**config.mk**
```make
export PLATFORM = sky130hd
export DESIGN_NAME = pwdt_top
export DESIGN_NICKNAME = d
export VERILOG_FILES = /design/src/pwdt_pkg.sv /design/src/pwdt_top.sv
export SDC_FILE = /design/constraint.sdc
export NUM_CORES = 1
export LEC_CHECK = 0
export ABC_AREA = 1
export CORE_AREA = 3 3 93 95
export CTS_CLUSTER_SIZE = 14
export DETAILED_ROUTE_END_ITERATION = 10
export DIE_AREA = 0 0 96 98
export DONT_BUFFER_PORTS = 1
export HOLD_SLACK_MARGIN = 0.06
export PLACE_DENSITY = 0.64
export SYNTH_ARGS = -nofsm -noshare
export SYNTH_HDL_FRONTEND = slang
export SYNTH_SLANG_ARGS = --single-unit
```
**constraint.sdc**
```tcl
create_clock -name CLK -period 2.7 [get_ports CLK]
set_clock_uncertainty 0.2 [all_clocks]
set_input_delay 0.27 -clock CLK [delete_from_list [all_inputs] [get_ports CLK]]
set_output_delay 0.27 -clock CLK [all_outputs]
set_load 0.02 [all_outputs]
```
**src/pwdt_pkg.sv**
```systemverilog
// watchdog constants package plus the prescaler leaf module
// assumes a single synchronous clock domain and an active-low asynchronous reset
`timescale 1ns/10ps

package pwdt_pkg;
   // register byte offsets on the bus
   localparam logic [7:0] PWDT_OFF_CONFIG  = 8'h00;   // reload byte and prescale select
   localparam logic [7:0] PWDT_OFF_CONTROL = 8'h04;   // refresh bits, flag, enable
   localparam logic [7:0] PWDT_OFF_COUNT   = 8'h08;   // live counter, read only
   // config field positions
   localparam int          PWDT_CFG_RELOAD_LSB = 0;   // upper_byte_reload occupies [7:0]
   localparam int          PWDT_CFG_PRESCALE   = 8;   // prescale_select
   // control field positions
   localparam int          PWDT_CTL_ARM        = 0;   // refresh_arm_bit
   localparam int          PWDT_CTL_START      = 1;   // refresh_start_bit, reads zero
   localparam int          PWDT_CTL_FLAG       = 2;   // watchdog_reset_flag, write one clears
   localparam int          PWDT_CTL_ENABLED    = 3;   // enable status, read only
   localparam int          PWDT_CTL_DISABLE    = 4;   // write one turns the watchdog off
   // reset values
   localparam logic [7:0]  PWDT_RELOAD_RST   = 8'h00;
   localparam logic        PWDT_PRESCALE_RST = 1'b0;
   localparam logic [15:0] PWDT_COUNT_RST    = 16'h0000;
   localparam logic [15:0] PWDT_COUNT_TOP    = 16'hffff;   // wrap point
   localparam logic [7:0]  PWDT_LOW_CLEAR    = 8'h00;
   // prescaler terminal counts (divide minus one)
   localparam logic [6:0]  PWDT_DIV_FAST_LAST = 7'h01;     // divide by 2
   localparam logic [6:0]  PWDT_DIV_SLOW_LAST = 7'h7f;     // divide by 128
   // internal reset pulse length, last index of an 8 cycle pulse
   localparam logic [3:0]  PWDT_PULSE_LAST = 4'h7;
   // timing: figures quoted for a 40 MHz reference clock
   localparam int PWDT_CLK_PERIOD_NS = 40;                 // our own clock, 25 MHz
   localparam int PWDT_REF_CLK_MHZ   = 40;
   localparam int PWDT_MIN_PERIOD_NS = 12800;              // 12.8 us
   localparam int PWDT_MAX_PERIOD_NS = 819200;             // 819.2 us
   localparam int PWDT_MIN_PERIOD_CYC = (PWDT_MIN_PERIOD_NS * PWDT_REF_CLK_MHZ) / 1000;
   localparam int PWDT_MAX_PERIOD_CYC = (PWDT_MAX_PERIOD_NS * PWDT_REF_CLK_MHZ) / 1000;
   // watchdog states, one-hot
   typedef enum logic [2:0] {
      PWDT_ACTIVE = 3'b001,
      PWDT_OFF    = 3'b010,
      PWDT_FIRE   = 3'b100
   } pwdt_state_t;
endpackage

// prescaler: one-cycle tick every 2 or 128 clocks, restartable and freezable
module pwdt_prescaler
   import pwdt_pkg::*;
(
   input  wire logic clk,
   input  wire logic rst_n,
   input  wire logic clear,    // restart the division from zero
   input  wire logic hold,     // freeze, used in idle and power-down
   input  wire logic slow,     // high selects divide by 128
   output logic      tick
);
   logic [6:0] div_q;          // running division count
   logic [6:0] div_d;
   logic [6:0] last;           // terminal value for the chosen ratio

   // next count; clear beats hold so a service always restarts cleanly
   always_comb begin
      last  = slow ? PWDT_DIV_SLOW_LAST : PWDT_DIV_FAST_LAST;
      tick  = !clear && !hold && (div_q >= last);   // >= copes with a ratio change mid-count
      div_d = div_q;
      if (clear) begin
         div_d = 7'h00;
      end else if (tick) begin
         div_d = 7'h00;
      end else if (!hold) begin
         div_d = div_q + 7'h01;
      end
   end

   // count register
   always_ff @(posedge clk or negedge rst_n) begin
      if (!rst_n) begin
         div_q <= 7'h00;
      end else begin
         div_q <= div_d;
      end
   end
endmodule

```
**src/pwdt_top.sv**
```systemverilog
// programmable watchdog with an AHB-Lite register slave
// assumes it is the only slave behind hready, and that RST_N is the external reset
//
// Our own choices: the AHB-Lite slave port and the address map.
`timescale 1ns/10ps

// What this block does
// - sixteen-bit counter advanced through 2/128 prescaler
// - service loads reload value into upper byte
// - service clears counter lower byte
// - missed service triggers internal system reset
// - period from 12.8 us to 209.7 ms at 40 MHz
// - enabled after reset; cannot re-enable once off
// - service only on arm then start writes
// - expiry sets readable watchdog reset flag
// - counter halts in idle or power-down
module pwdt_top
   import pwdt_pkg::*;
(
   input  wire logic        CLK,
   input  wire logic        RST_N,
   input  wire logic        HSEL,
   input  wire logic [31:0] HADDR,
   input  wire logic [1:0]  HTRANS,
   input  wire logic        HWRITE,
   input  wire logic [2:0]  HSIZE,
   input  wire logic [31:0] HWDATA,
   input  wire logic        HREADY,
   output logic      [31:0] HRDATA,
   output logic             HREADYOUT,
   output logic             HRESP,
   input  wire logic        IDLE_MODE,
   input  wire logic        POWER_DOWN,
   output logic             WATCHDOG_RESET_OUT
);
   // bus data phase state
   logic        wr_ph_q, wr_ph_d;        // a word write is in its data phase
   logic [7:0]  addr_q, addr_d;          // its offset
   logic [31:0] rdata_q, rdata_d;        // read data, registered at the address phase
   // watchdog state
   pwdt_state_t state_q, state_d;
   logic [15:0] watchdog_counter_q, watchdog_counter_d;
   logic [7:0]  upper_byte_reload_q, upper_byte_reload_d;
   logic        prescale_select_q, prescale_select_d;
   logic        refresh_arm_bit_q, refresh_arm_bit_d;
   logic        watchdog_reset_flag_q, watchdog_reset_flag_d;
   logic [3:0]  pulse_q, pulse_d;        // internal reset pulse position
   logic        reset_out_q, reset_out_d;
   // combinational helpers
   logic        tick;                    // prescaled count enable
   logic        halt;                    // processor in a power saving mode
   logic        cfg_wr, ctl_wr;          // data phase writes per register
   logic        service;                 // valid refresh sequence completed
   logic        expire;                  // counter wraps this cycle
   logic        pre_clear;

   assign halt      = IDLE_MODE || POWER_DOWN;
   assign HREADYOUT = 1'b1;              // zero wait states, always ready
   assign HRESP     = 1'b0;              // always OKAY
   assign HRDATA    = rdata_q;
   assign WATCHDOG_RESET_OUT = reset_out_q;

   // restart the prescaler on service and whenever the watchdog is off or firing
   assign pre_clear = service || (state_q != PWDT_ACTIVE);

   pwdt_prescaler u_prescaler (
      .clk   (CLK),
      .rst_n (RST_N),
      .clear (pre_clear),
      .hold  (halt),
      .slow  (prescale_select_q),
      .tick  (tick)
   );

   // bus address phase: latch word writes; reads answer straight from next state
   always_comb begin
      wr_ph_d = 1'b0;
      addr_d  = addr_q;
      rdata_d = rdata_q;
      if (HSEL && HREADY && HTRANS[1]) begin
         addr_d  = HADDR[7:0];
         wr_ph_d = HWRITE && (HSIZE == 3'b010);   // sub-word writes are dropped
         if (!HWRITE) begin
            // next-state values so a read right behind a write sees that write
            case (HADDR[7:0])
               PWDT_OFF_CONFIG:  rdata_d = {23'h000000, prescale_select_d, upper_byte_reload_d};
               PWDT_OFF_CONTROL: rdata_d = {27'h0000000, 1'b0, (state_d != PWDT_OFF),
                                            watchdog_reset_flag_d, 1'b0, refresh_arm_bit_d};
               PWDT_OFF_COUNT:   rdata_d = {16'h0000, watchdog_counter_d};
               default:          rdata_d = 32'h00000000;   // unmapped reads zero
            endcase
         end
      end
   end

   always_ff @(posedge CLK or negedge RST_N) begin
      if (!RST_N) begin
         wr_ph_q <= 1'b0;
         addr_q  <= 8'h00;
         rdata_q <= 32'h00000000;
      end else begin
         wr_ph_q <= wr_ph_d;
         addr_q  <= addr_d;
         rdata_q <= rdata_d;
      end
   end

   // watchdog core next state
   always_comb begin
      cfg_wr  = wr_ph_q && (addr_q == PWDT_OFF_CONFIG);
      ctl_wr  = wr_ph_q && (addr_q == PWDT_OFF_CONTROL);
      // start only counts when the previous write armed it and this one does not re-arm
      service = ctl_wr && HWDATA[PWDT_CTL_START] && !HWDATA[PWDT_CTL_ARM]
                && refresh_arm_bit_q && (state_q == PWDT_ACTIVE);
      expire  = (state_q == PWDT_ACTIVE) && tick && !service
                && (watchdog_counter_q == PWDT_COUNT_TOP);
      state_d               = state_q;
      watchdog_counter_d    = watchdog_counter_q;
      upper_byte_reload_d   = upper_byte_reload_q;
      prescale_select_d     = prescale_select_q;
      refresh_arm_bit_d     = refresh_arm_bit_q;
      watchdog_reset_flag_d = watchdog_reset_flag_q;
      pulse_d               = pulse_q;
      reset_out_d           = 1'b0;
      // any word write either arms or breaks the sequence; reads and sub-word writes leave it alone
      if (wr_ph_q) begin
         refresh_arm_bit_d = ctl_wr && HWDATA[PWDT_CTL_ARM] && !HWDATA[PWDT_CTL_START];
      end
      if (cfg_wr) begin
         upper_byte_reload_d = HWDATA[PWDT_CFG_RELOAD_LSB +: 8];
         prescale_select_d   = HWDATA[PWDT_CFG_PRESCALE];
      end
      if (ctl_wr && HWDATA[PWDT_CTL_FLAG]) begin
         watchdog_reset_flag_d = 1'b0;     // write one clears
      end
      case (state_q)
         PWDT_ACTIVE: begin
            if (service) begin
               watchdog_counter_d = {upper_byte_reload_q, PWDT_LOW_CLEAR};
            end else if (tick) begin
               watchdog_counter_d = watchdog_counter_q + 16'h0001;
            end
            if (expire) begin
               state_d               = PWDT_FIRE;
               watchdog_reset_flag_d = 1'b1;   // set placed last so it beats a clear
               reset_out_d           = 1'b1;
               pulse_d               = 4'h0;
            end else if (ctl_wr && HWDATA[PWDT_CTL_DISABLE]) begin
               state_d = PWDT_OFF;
            end
         end
         PWDT_OFF: begin
            // no path back to active except a reset
            state_d = PWDT_OFF;
         end
         PWDT_FIRE: begin
            // hold the system reset, then restart the watchdog from defaults
            reset_out_d         = (pulse_q != PWDT_PULSE_LAST);
            pulse_d             = pulse_q + 4'h1;
            watchdog_counter_d  = PWDT_COUNT_RST;
            upper_byte_reload_d = PWDT_RELOAD_RST;
            prescale_select_d   = PWDT_PRESCALE_RST;
            refresh_arm_bit_d   = 1'b0;
            if (pulse_q == PWDT_PULSE_LAST) begin
               state_d = PWDT_ACTIVE;
            end
         end
         default: begin
            state_d = PWDT_ACTIVE;
         end
      endcase
   end

   // core registers; the flag is cleared only by the external reset or software
   always_ff @(posedge CLK or negedge RST_N) begin
      if (!RST_N) begin
         state_q               <= PWDT_ACTIVE;
         watchdog_counter_q    <= PWDT_COUNT_RST;
         upper_byte_reload_q   <= PWDT_RELOAD_RST;
         prescale_select_q     <= PWDT_PRESCALE_RST;
         refresh_arm_bit_q     <= 1'b0;
         watchdog_reset_flag_q <= 1'b0;
         pulse_q               <= 4'h0;
         reset_out_q           <= 1'b0;
      end else begin
         state_q               <= state_d;
         watchdog_counter_q    <= watchdog_counter_d;
         upper_byte_reload_q   <= upper_byte_reload_d;
         prescale_select_q     <= prescale_select_d;
         refresh_arm_bit_q     <= refresh_arm_bit_d;
         watchdog_reset_flag_q <= watchdog_reset_flag_d;
         pulse_q               <= pulse_d;
         reset_out_q           <= reset_out_d;
      end
   end

   // checking helpers: cycles since service and whether that period is the shortest one
   localparam int MIN_CYC = PWDT_MIN_PERIOD_CYC;
   logic [15:0] since_q;
   logic        fast_q;
   always_ff @(posedge CLK or negedge RST_N) begin
      if (!RST_N) begin
         since_q <= 16'h0000;
         fast_q  <= 1'b0;
      end else begin
         since_q <= service ? 16'h0001 : since_q + 16'h0001;
         if (service) begin
            fast_q <= (upper_byte_reload_q == 8'hff) && !prescale_select_q && !halt;
         end else if (halt || prescale_select_q || state_q != PWDT_ACTIVE) begin
            fast_q <= 1'b0;
         end
      end
   end
endmodule

```
==> results of run 1 <==
final cells by class:
cell class / count / area share
tap: 102 / 0.02871
inverter: 55 / 0.04644
timing repair buffer: 30 / 0.06699
sequential: 67 / 0.3774
multi-input combinational: 367 / 0.4258
clock buffer: 10 / 0.02871
clock inverter: 6 / 0.02589
metal layers:
layer	track usage	vias up	wire length (µm)
li1	-	1612	-
met1	0.2883	1500	4199
met2	0.3266	85	4205
met3	0.04622	17	472
met4	0.08206	0	199
met5	0	-	0
what timing repair did:
item,in CTS,in global routing
endpoints found under the setup margin,0,0
hold buffers,22,0
endpoints found under the hold margin,103,0
per-stage QoR:
step,power [W],util
2_1_floorplan,0.001772,-
3_3_place_gp,0.001865,0.5079
3_5_place_dp,0.001890,0.5079
4_1_cts,0.002975,0.5694
5_1_grt,0.003136,0.5694
6_report,0.002972,0.5694
cell usage in the layout, fill, tap and decap left out, types with 4 or more instances in the layout:
cell type                         n
sky130_fd_sc_hd__nand2_1        170
sky130_fd_sc_hd__dfrtp_1         66
sky130_fd_sc_hd__inv_1           50
sky130_fd_sc_hd__nor2_1          30
sky130_fd_sc_hd__o21ai_0         29
sky130_fd_sc_hd__nand3_1         28
sky130_fd_sc_hd__dlygate4sd3_1   21
sky130_fd_sc_hd__conb_1          18
sky130_fd_sc_hd__xor2_1          13
sky130_fd_sc_hd__ha_1             9
sky130_fd_sc_hd__clkbuf_8         9
sky130_fd_sc_hd__nor3_1           8
sky130_fd_sc_hd__buf_4            8
sky130_fd_sc_hd__a21oi_1          7
sky130_fd_sc_hd__nand4_1          5
sky130_fd_sc_hd__nor3_2           4
sky130_fd_sc_hd__nor2_4           4
sky130_fd_sc_hd__nand3_2          4
sky130_fd_sc_hd__nand2_2          4
sky130_fd_sc_hd__a22oi_1          4
sky130_fd_sc_hd__o21ai_1          4
flip-flops by register name, summed over array words and instances, names as in the netlist, 3 cells and up:
signal and flops:
state_q 3, addr_q 8, upper_byte_reload_q 8, HRDATA 16
pulse_q 4, watchdog_counter_q 16, u_prescaler.div_q 7
logic make-up after synthesis:
group                      after synthesis  share of synthesized area
buffers and inverters                   81                     0.1021
adders and majority gates                9                    0.02880
AOI/OAI and AO/OA                       54                    0.07840
other                                    2                   0.001921
xor gates and xnor gates                17                    0.04000
muxes                                    1                   0.005760
DFF                                     67                     0.4291
and+or+nand+nor                        268                     0.3139
final timing paths:
| kind | to | start | slack [ns] |
|---|---|---|---|
| worst max register to register | HRDATA[5]$_DFFE_PN0P_ | prescale_select_q$_DFF_PN0_ | 0.24 |
| max in group asynchronous | state_q[0]$_DFF_PN1_ | RST_N | 1.70 |
| worst min-delay path | addr_q[2]$_DFFE_PN0P_ | HREADY | 0.08 |
| worst min register to register | addr_q[2]$_DFFE_PN0P_ | addr_q[2]$_DFFE_PN0P_ | 0.29 |
| worst max-delay path | HRDATA[5]$_DFFE_PN0P_ | prescale_select_q$_DFF_PN0_ | 0.24 |
| min in group asynchronous | watchdog_counter_q[8]$_DFF_PN0_ | RST_N | 0.29 |
power groups by stage:
stage          clock network [W]  logic (W)  registers [W]
6_report                 0.00105   0.000628        0.00130
5_1_grt                  0.00110   0.000717        0.00132
4_1_cts                  0.00105   0.000630        0.00129
3_5_place_dp                   0   0.000577        0.00131
3_3_place_gp                   0   0.000561        0.00130
2_1_floorplan                  0   0.000500        0.00127
critical path, cell delays in order, from the launching register on:
cell and delay [ns]:
sky130_fd_sc_hd__dfrtp_1 0.32, sky130_fd_sc_hd__inv_1 0.12, sky130_fd_sc_hd__ha_1 0.33, sky130_fd_sc_hd__nand2_1 0.07
sky130_fd_sc_hd__nor2_1 0.11, sky130_fd_sc_hd__nand2_1 0.06, sky130_fd_sc_hd__nand2_1 0.10, sky130_fd_sc_hd__inv_2 0.06
sky130_fd_sc_hd__nor2_4 0.26, sky130_fd_sc_hd__buf_4 0.20, sky130_fd_sc_hd__nand2_2 0.06, sky130_fd_sc_hd__xor2_2 0.20
sky130_fd_sc_hd__nand3_1 0.11, sky130_fd_sc_hd__nand2_1 0.10, sky130_fd_sc_hd__nand2_1 0.06, sky130_fd_sc_hd__nand2_1 0.05
==> results.txt, run 1 <==
The synthesized design spends more area on one cell type than any other, namely sky130_fd_sc_hd__dfrtp_1. The minimum setup slack after placement is around 0.26 ns. The proportion of register bits with asynchronous set or reset after synthesis is 1.000. Using the TritonRoute via totals, the vias-per-cell ratio works out to 5.046. The share of the Yosys chip area taken by registers is 0.4291. The number of stages on the worst hold path came out at 2. The site row count is 32. The count of flip-flops with a built-in enable after synthesis came out at 0.

The relative contribution of sequential cells to total power came out at 0.437. Counting the buffers created by CTS gives 9. The sum of net half-perimeters after detailed placement is roughly 6500 µm. The multi-input gate area in the final layout came out at about 1900 µm². The overall routed net length came out at slightly above 9000 µm. Once layout is done, the placed cells without fillers occupy roughly 4400 µm².

Setup repair after global routing left no endpoint under its margin. The worst hold margin came out at 0.08369 ns. Sorting the synthesized cells by area gives the leading types as sky130_fd_sc_hd__dfrtp_1 42%, sky130_fd_sc_hd__nand2_1 16%, sky130_fd_sc_hd__inv_1 4.8%, sky130_fd_sc_hd__o21ai_0 3.7%, sky130_fd_sc_hd__buf_4 3.6%. The mapped cell area came out at between 3000 and 4000 µm². The class of the most critical setup path is reg -> reg. The number of diodes came out at 0. The length in cells of the worst reg-to-reg path came out at 15.

In this run the tightest slew margin relative to its limit is 0.5767. The clock tree synthesis step divided the H-tree into 3 levels. Setup violations remaining at the end of the flow were counted as 0.

The share of layout cells above drive strength 1 came out at 0.1065. The count of clock tree sinks is 67. The synthesized flop and latch total came out at between 60 and 70. The full die area is 9408 µm². The global-route wire length before repair came out at ~15000 µm.

The count of nets after finishing is roughly 620. Post-CTS repair changed the size of 0 cells. The area of placed instances is just under 4000 µm². The clock transition time at the flip-flop clock pins of the worst setup and hold paths came out at ~0.080 ns.

The total iterations of the first detailed-routing run came out at 4. The maximum vdd ir drop came out at about 0.4 mV. The clock period could shrink to about 2.5 ns. The critical path startpoint category is a flop. The count of filler cells inserted in the layout came out at 725. Internal power comes to approximately 0.002 W. The run finished with clean final reports. The count of buffers added by post-CTS timing repair for setup came out at 0. The via count of the first global-routing pass came out at ~3200.

The count of nets left with antenna violations once routing finished came out at 0. The synthesized netlist contains between 40 and 50 unique library cells. The ratio of total power to cell area came out at roughly 670 nW/µm². The total congestion overflow after global routing came out at 0. The core area is ~7800 µm². The count of yosys warnings during synthesis is 0.

Synthesis produced about 500 cells. The mean cell area of the mapped netlist came out at a little under 8 µm². The final routed wire length divided by cell count is approximately 14 µm.

The combinational share of power is 0.211. The smallest setup slack after layout came out at approximately 0.24 ns. The required arrival time at the worst endpoint is approximately 2.8 ns. The final routed DRC violation total is 0.

The initial antenna violation count is 0. The commonest cells after synthesis are 170 x sky130_fd_sc_hd__nand2_1, 66 x sky130_fd_sc_hd__dfrtp_1, 50 x sky130_fd_sc_hd__inv_1. Along the worst path, the maximum fanout reaches 11. The data arrival time of the critical path is between 2 and 3 ns. STA classifies the critical path endpoint as a flop. From bottom edge to top edge, the die measures approximately 98 µm. Dividing the final minimum period by the clock period gives 0.9109. Of the total power, the clock network draws 0.352. TritonCTS built the clock tree.

The static leakage came out at 2.223 nW. The number of buffers on the longest clock path is 2. The non-filler instance count after layout is ~640. The area overhead of the layout relative to synthesis came out at 13.70%.

Across every metal layer, demand over resource in global routing totals 0.2116. The switching power of the nets is roughly 0.00097 W. The number of design-rule violations left by the first detailed-router iteration is 177. The area taken by flip-flops and latches came out at approximately 1700 µm².

The switching power share of the total is 0.3270. At the pin with the least slew margin, the transition time is between 0.6 and 0.7 ns. The count of endpoints failing hold in the final timing report came out at 0. The max-slew violation count came out at 0. Port buffering added 0 buffers. The fraction of post-synthesis cell area in the top cell type by area is 0.4224. The main flop type after synthesis is sky130_fd_sc_hd__dfrtp_1. The timing-limited maximum frequency came out at between 0.4 and 0.5 GHz. about 110 I/O pins were placed. The count of max-cap constraint violations came out at 0. The total placed cells including tap cells is roughly 600. The maximum number of pins on one net before global-route repair came out at ~70. For this block, the via count after detailed routing is roughly 3200. The worst hold path belongs to the class in -> reg.

In this run the horizontal extent of the chip is 96 µm. The most frequent cell after synthesis is sky130_fd_sc_hd__nand2_1. The latest clock arrival within the worst-skew pair is around 0.36 ns. The initial core utilization is 0.5008. Routability-driven placement finished with a final weighted congestion of 0.9143. The root buffer cell chosen for the clock tree is sky130_fd_sc_hd__clkbuf_8.

Adding up every negative setup slack in the final design gives 0 ns.
(Power assumes the default switching activity.)
==> run 2, diff against run 1 <==
--- a/config.mk
+++ b/config.mk
@@ -6,10 +6,10 @@
 export NUM_CORES = 1
 export LEC_CHECK = 0
 export ABC_AREA = 1
-export CORE_AREA = 3 3 93 95
+export CORE_AREA = 2 2 92 94
 export CTS_CLUSTER_SIZE = 14
 export DETAILED_ROUTE_END_ITERATION = 10
-export DIE_AREA = 0 0 96 98
+export DIE_AREA = 0 0 94 96
 export DONT_BUFFER_PORTS = 1
 export HOLD_SLACK_MARGIN = 0.06
 export PLACE_DENSITY = 0.64
==> run 2 against run 1 <==
Combinational power is 2% higher. Setup slack worse by 0.040 ns. Die area is 4.1% lower. Critical endpoint is now pulse_q[1]$_DFFE_PN0P_. Largest cell class unchanged. Sequential share of layout area is 0.11 points higher.
==> results.txt, run 2 (synthesis gave the netlist of run 1 again) <==
For this run, design rule violations remaining after detail routing come to 0. The worst hold path terminates at addr_q[2]$_DFFE_PN0P_. The latest clock arrival within the worst-skew pair came out at ~0.35 ns. The number of buffers on the longest clock path is 2. The critical path startpoint category is a flop.

The initial antenna violation count is 0. The total congestion overflow after global routing came out at 0. The placer's final routability congestion estimate came out at between 0.9 and 1.

The global-route wire length before repair came out at between 10000 and 15000 µm. The smallest setup slack after layout is 0.2008 ns. The overall routed net length is around 9000 µm.

The clock transition time at the flip-flop clock pins of the worst setup and hold paths came out at around 0.080 ns. The pin slew with the least headroom to its limit is 0.6278 ns. The CTS tree is yes. The tree is rooted in a sky130_fd_sc_hd__clkbuf_8. In the final layout, the multi-input gates occupy between 1500 and 2000 µm². In the final routed layout, each cell accounts on average for 13.66 µm. The number of diodes came out at 0. Derived from the worst setup path, the maximum achievable clock frequency is around 0.40 GHz. Row generation in the floorplan step produced 33 rows. The layer flagged by global routing as most heavily used is met2. In the layout the commonest cells are 170 x sky130_fd_sc_hd__nand2_1, 66 x sky130_fd_sc_hd__dfrtp_1, 49 x sky130_fd_sc_hd__inv_1, 30 x sky130_fd_sc_hd__nor2_1, 29 x sky130_fd_sc_hd__o21ai_0.

The via count of the first global-routing pass is 3143. The required arrival time at the worst endpoint came out at between 2 and 3 ns. The share of layout cells above drive strength 1 is 0.1103. The floorplan die width came out at between 90 and 100 µm.

Setup repair after global routing left no endpoint under its margin. Of all nets on the critical path, the largest fanout is 7. The data arrival time of the critical path came out at ~2.5 ns.

The via count normalized by instance count is 4.991. The most frequent standard cell in the layout excluding fill and tap cells is sky130_fd_sc_hd__nand2_1. The final number of setup-violating endpoints came out at 0. In this run the vertical extent of the chip is 96 µm. The final worst-path cycle share is 0.9256. The ratio of total power to cell area came out at 648.4 nW/µm². The setup TNS is 0 ns. The count of clock tree sinks is between 60 and 70. The launching point of the worst reg2reg path is u_prescaler.div_q[2]$_DFFE_PN0P_. The number of cells on the worst reg-to-reg path is 12. The met3 global-route usage came out at 0.04072. The total iterations of the first detailed-routing run is 5. The initial core utilization came out at 0.4856. Summed over all nets, the half-perimeter wirelength after detailed placement is 6416 µm. The worst hold path belongs to the class in -> reg. The worst hold path was traced through 2 stages. In the global route stage, met2 resource usage came out at 0.3649. The register-to-register setup slack is 0.20 ns. The max-slew violation count was 0. The number of levels the H-tree was split into came out at 3.

The count of endpoints failing hold in the final timing report came out at 0. The minimum setup slack after placement came out at ~0.19 ns. The worst pin sits at a relative slew slack of 0.5792. STA classifies the critical path endpoint as a flop.

In this run the remaining antenna-violating nets after routing total 0. The minimum clock period came out at around 2.5 ns. The summed area of non-filler cells in the final layout came out at 4433 µm².

The critical path is of the reg -> reg type. In the global route stage, overall resource usage came out at 0.2124. The static leakage is roughly 2.2 nW. The area of placed instances is roughly 4000 µm². The count of port buffers added during placement is 0. The number of top-level pins came out at 111. The maximum number of pins on one net before global-route repair is 68.

The core area came out at 8051 µm². The count of buffers added by post-CTS timing repair for setup is 0. The floorplan step defined a die boundary enclosing about 9000 µm². The maximum vdd ir drop came out at roughly 0.39 mV. The end of the worst register-to-register path is pulse_q[1]$_DFFE_PN0P_.

The final core utilization is 0.5506. TritonCTS created 9 clock buffers. The area taken by flip-flops and latches is between 1500 and 2000 µm². The number of design-rule violations left by the first detailed-router iteration came out at between 100 and 150. The area overhead of the layout relative to synthesis came out at 13.38%. The count of vias placed by the detailed router is approximately 3200. The count of nets after finishing is about 620.

The flow ran to the end, and the final reports show no timing, DRC or antenna violations. The tool flagged a number of max-cap violations equal to 0. The worst min-delay path startpoint is HREADY. The filler cells instantiated in the layout total 743. In the global route stage, met1 resource usage came out at 0.2756.
==> run 2: cell count changes in the layout (fill, tap and decap cells not counted), sizes merged <==
cell	delta
bufinv	-1
clkinvlp	+1
==> run 2: worst max-delay path by stage <==
stage                                           from                      to  slack, ns  cells past startpoint
CTS                      prescale_select_q$_DFF_PN0_  pulse_q[1]$_DFFE_PN0P_       0.15                     13
detailed placement       prescale_select_q$_DFF_PN0_  pulse_q[1]$_DFFE_PN0P_       0.19                     13
floorplan                prescale_select_q$_DFF_PN0_   HRDATA[7]$_DFFE_PN0P_       0.64                     15
global placement         prescale_select_q$_DFF_PN0_  pulse_q[1]$_DFFE_PN0P_       0.20                     13
finish              u_prescaler.div_q[2]$_DFFE_PN0P_  pulse_q[1]$_DFFE_PN0P_       0.20                     12
global route        u_prescaler.div_q[2]$_DFFE_PN0P_  HRDATA[12]$_DFFE_PN0P_       0.04                     16
==> run 2: metrics by stage <==
step | hold WS (ns) | cells | total power, W
4_1_cts | 0.07496 | 640 | 0.002886
5_1_grt | 0.1148 | 640 | 0.003047
6_report | 0.08968 | 640 | 0.002874
2_1_floorplan | -0.2256 | 515 | 0.001772
3_5_place_dp | -0.2229 | 602 | 0.001889
3_3_place_gp | -0.2230 | 602 | 0.001869
==> run 2: area by class of cell <==
class / instances / area share
Multi-Input combinational cell: 367 / 0.4270
Sequential cell: 67 / 0.3785
Timing Repair Buffer: 30 / 0.06717
Inverter: 55 / 0.04657
Clock buffer: 10 / 0.03105
Tap cell: 105 / 0.02964
Clock inverter: 6 / 0.02004
==> run 2: repair_timing <==
action,in CTS,in global routing
resized for setup,0,1
hold buffers,22,0
hold endpoints to repair,98,0
setup endpoints to repair,0,3
==> run 2: power by group <==
| group | internal [W] | total (W) | switching [W] |
|---|---|---|---|
| Combinational | 0.000247 | 0.000638 | 0.000391 |
| Sequential | 0.00114 | 0.00129 | 0.000154 |
| Clock | 0.000545 | 0.000946 | 0.000401 |
| Total | 0.00193 | 0.00287 | 0.000946 |
==> run 2: critical path, stage by stage, from the launching register on <==
cell and delay (ns):
sky130_fd_sc_hd__dfrtp_1 0.44, sky130_fd_sc_hd__ha_1 0.32, sky130_fd_sc_hd__nand3_1 0.07, sky130_fd_sc_hd__nand2_1 0.08, sky130_fd_sc_hd__nand2_1 0.05, sky130_fd_sc_hd__nand2_1 0.13, sky130_fd_sc_hd__inv_2 0.07, sky130_fd_sc_hd__nor2_4 0.20
sky130_fd_sc_hd__nand2_1 0.10, sky130_fd_sc_hd__nor3_1 0.30, sky130_fd_sc_hd__buf_4 0.18, sky130_fd_sc_hd__nor2_1 0.06, sky130_fd_sc_hd__a22o_1 0.19
==> run 2: per-layer routing <==
metal / wire length (µm) / up-vias / share of wire
met1: 4130 / 1481 / 0.47
met5: 0 / - / 0
met4: 110 / 0 / 0.013
met2: 4119 / 83 / 0.47
li1: - / 1618 / -
met3: 381 / 12 / 0.044
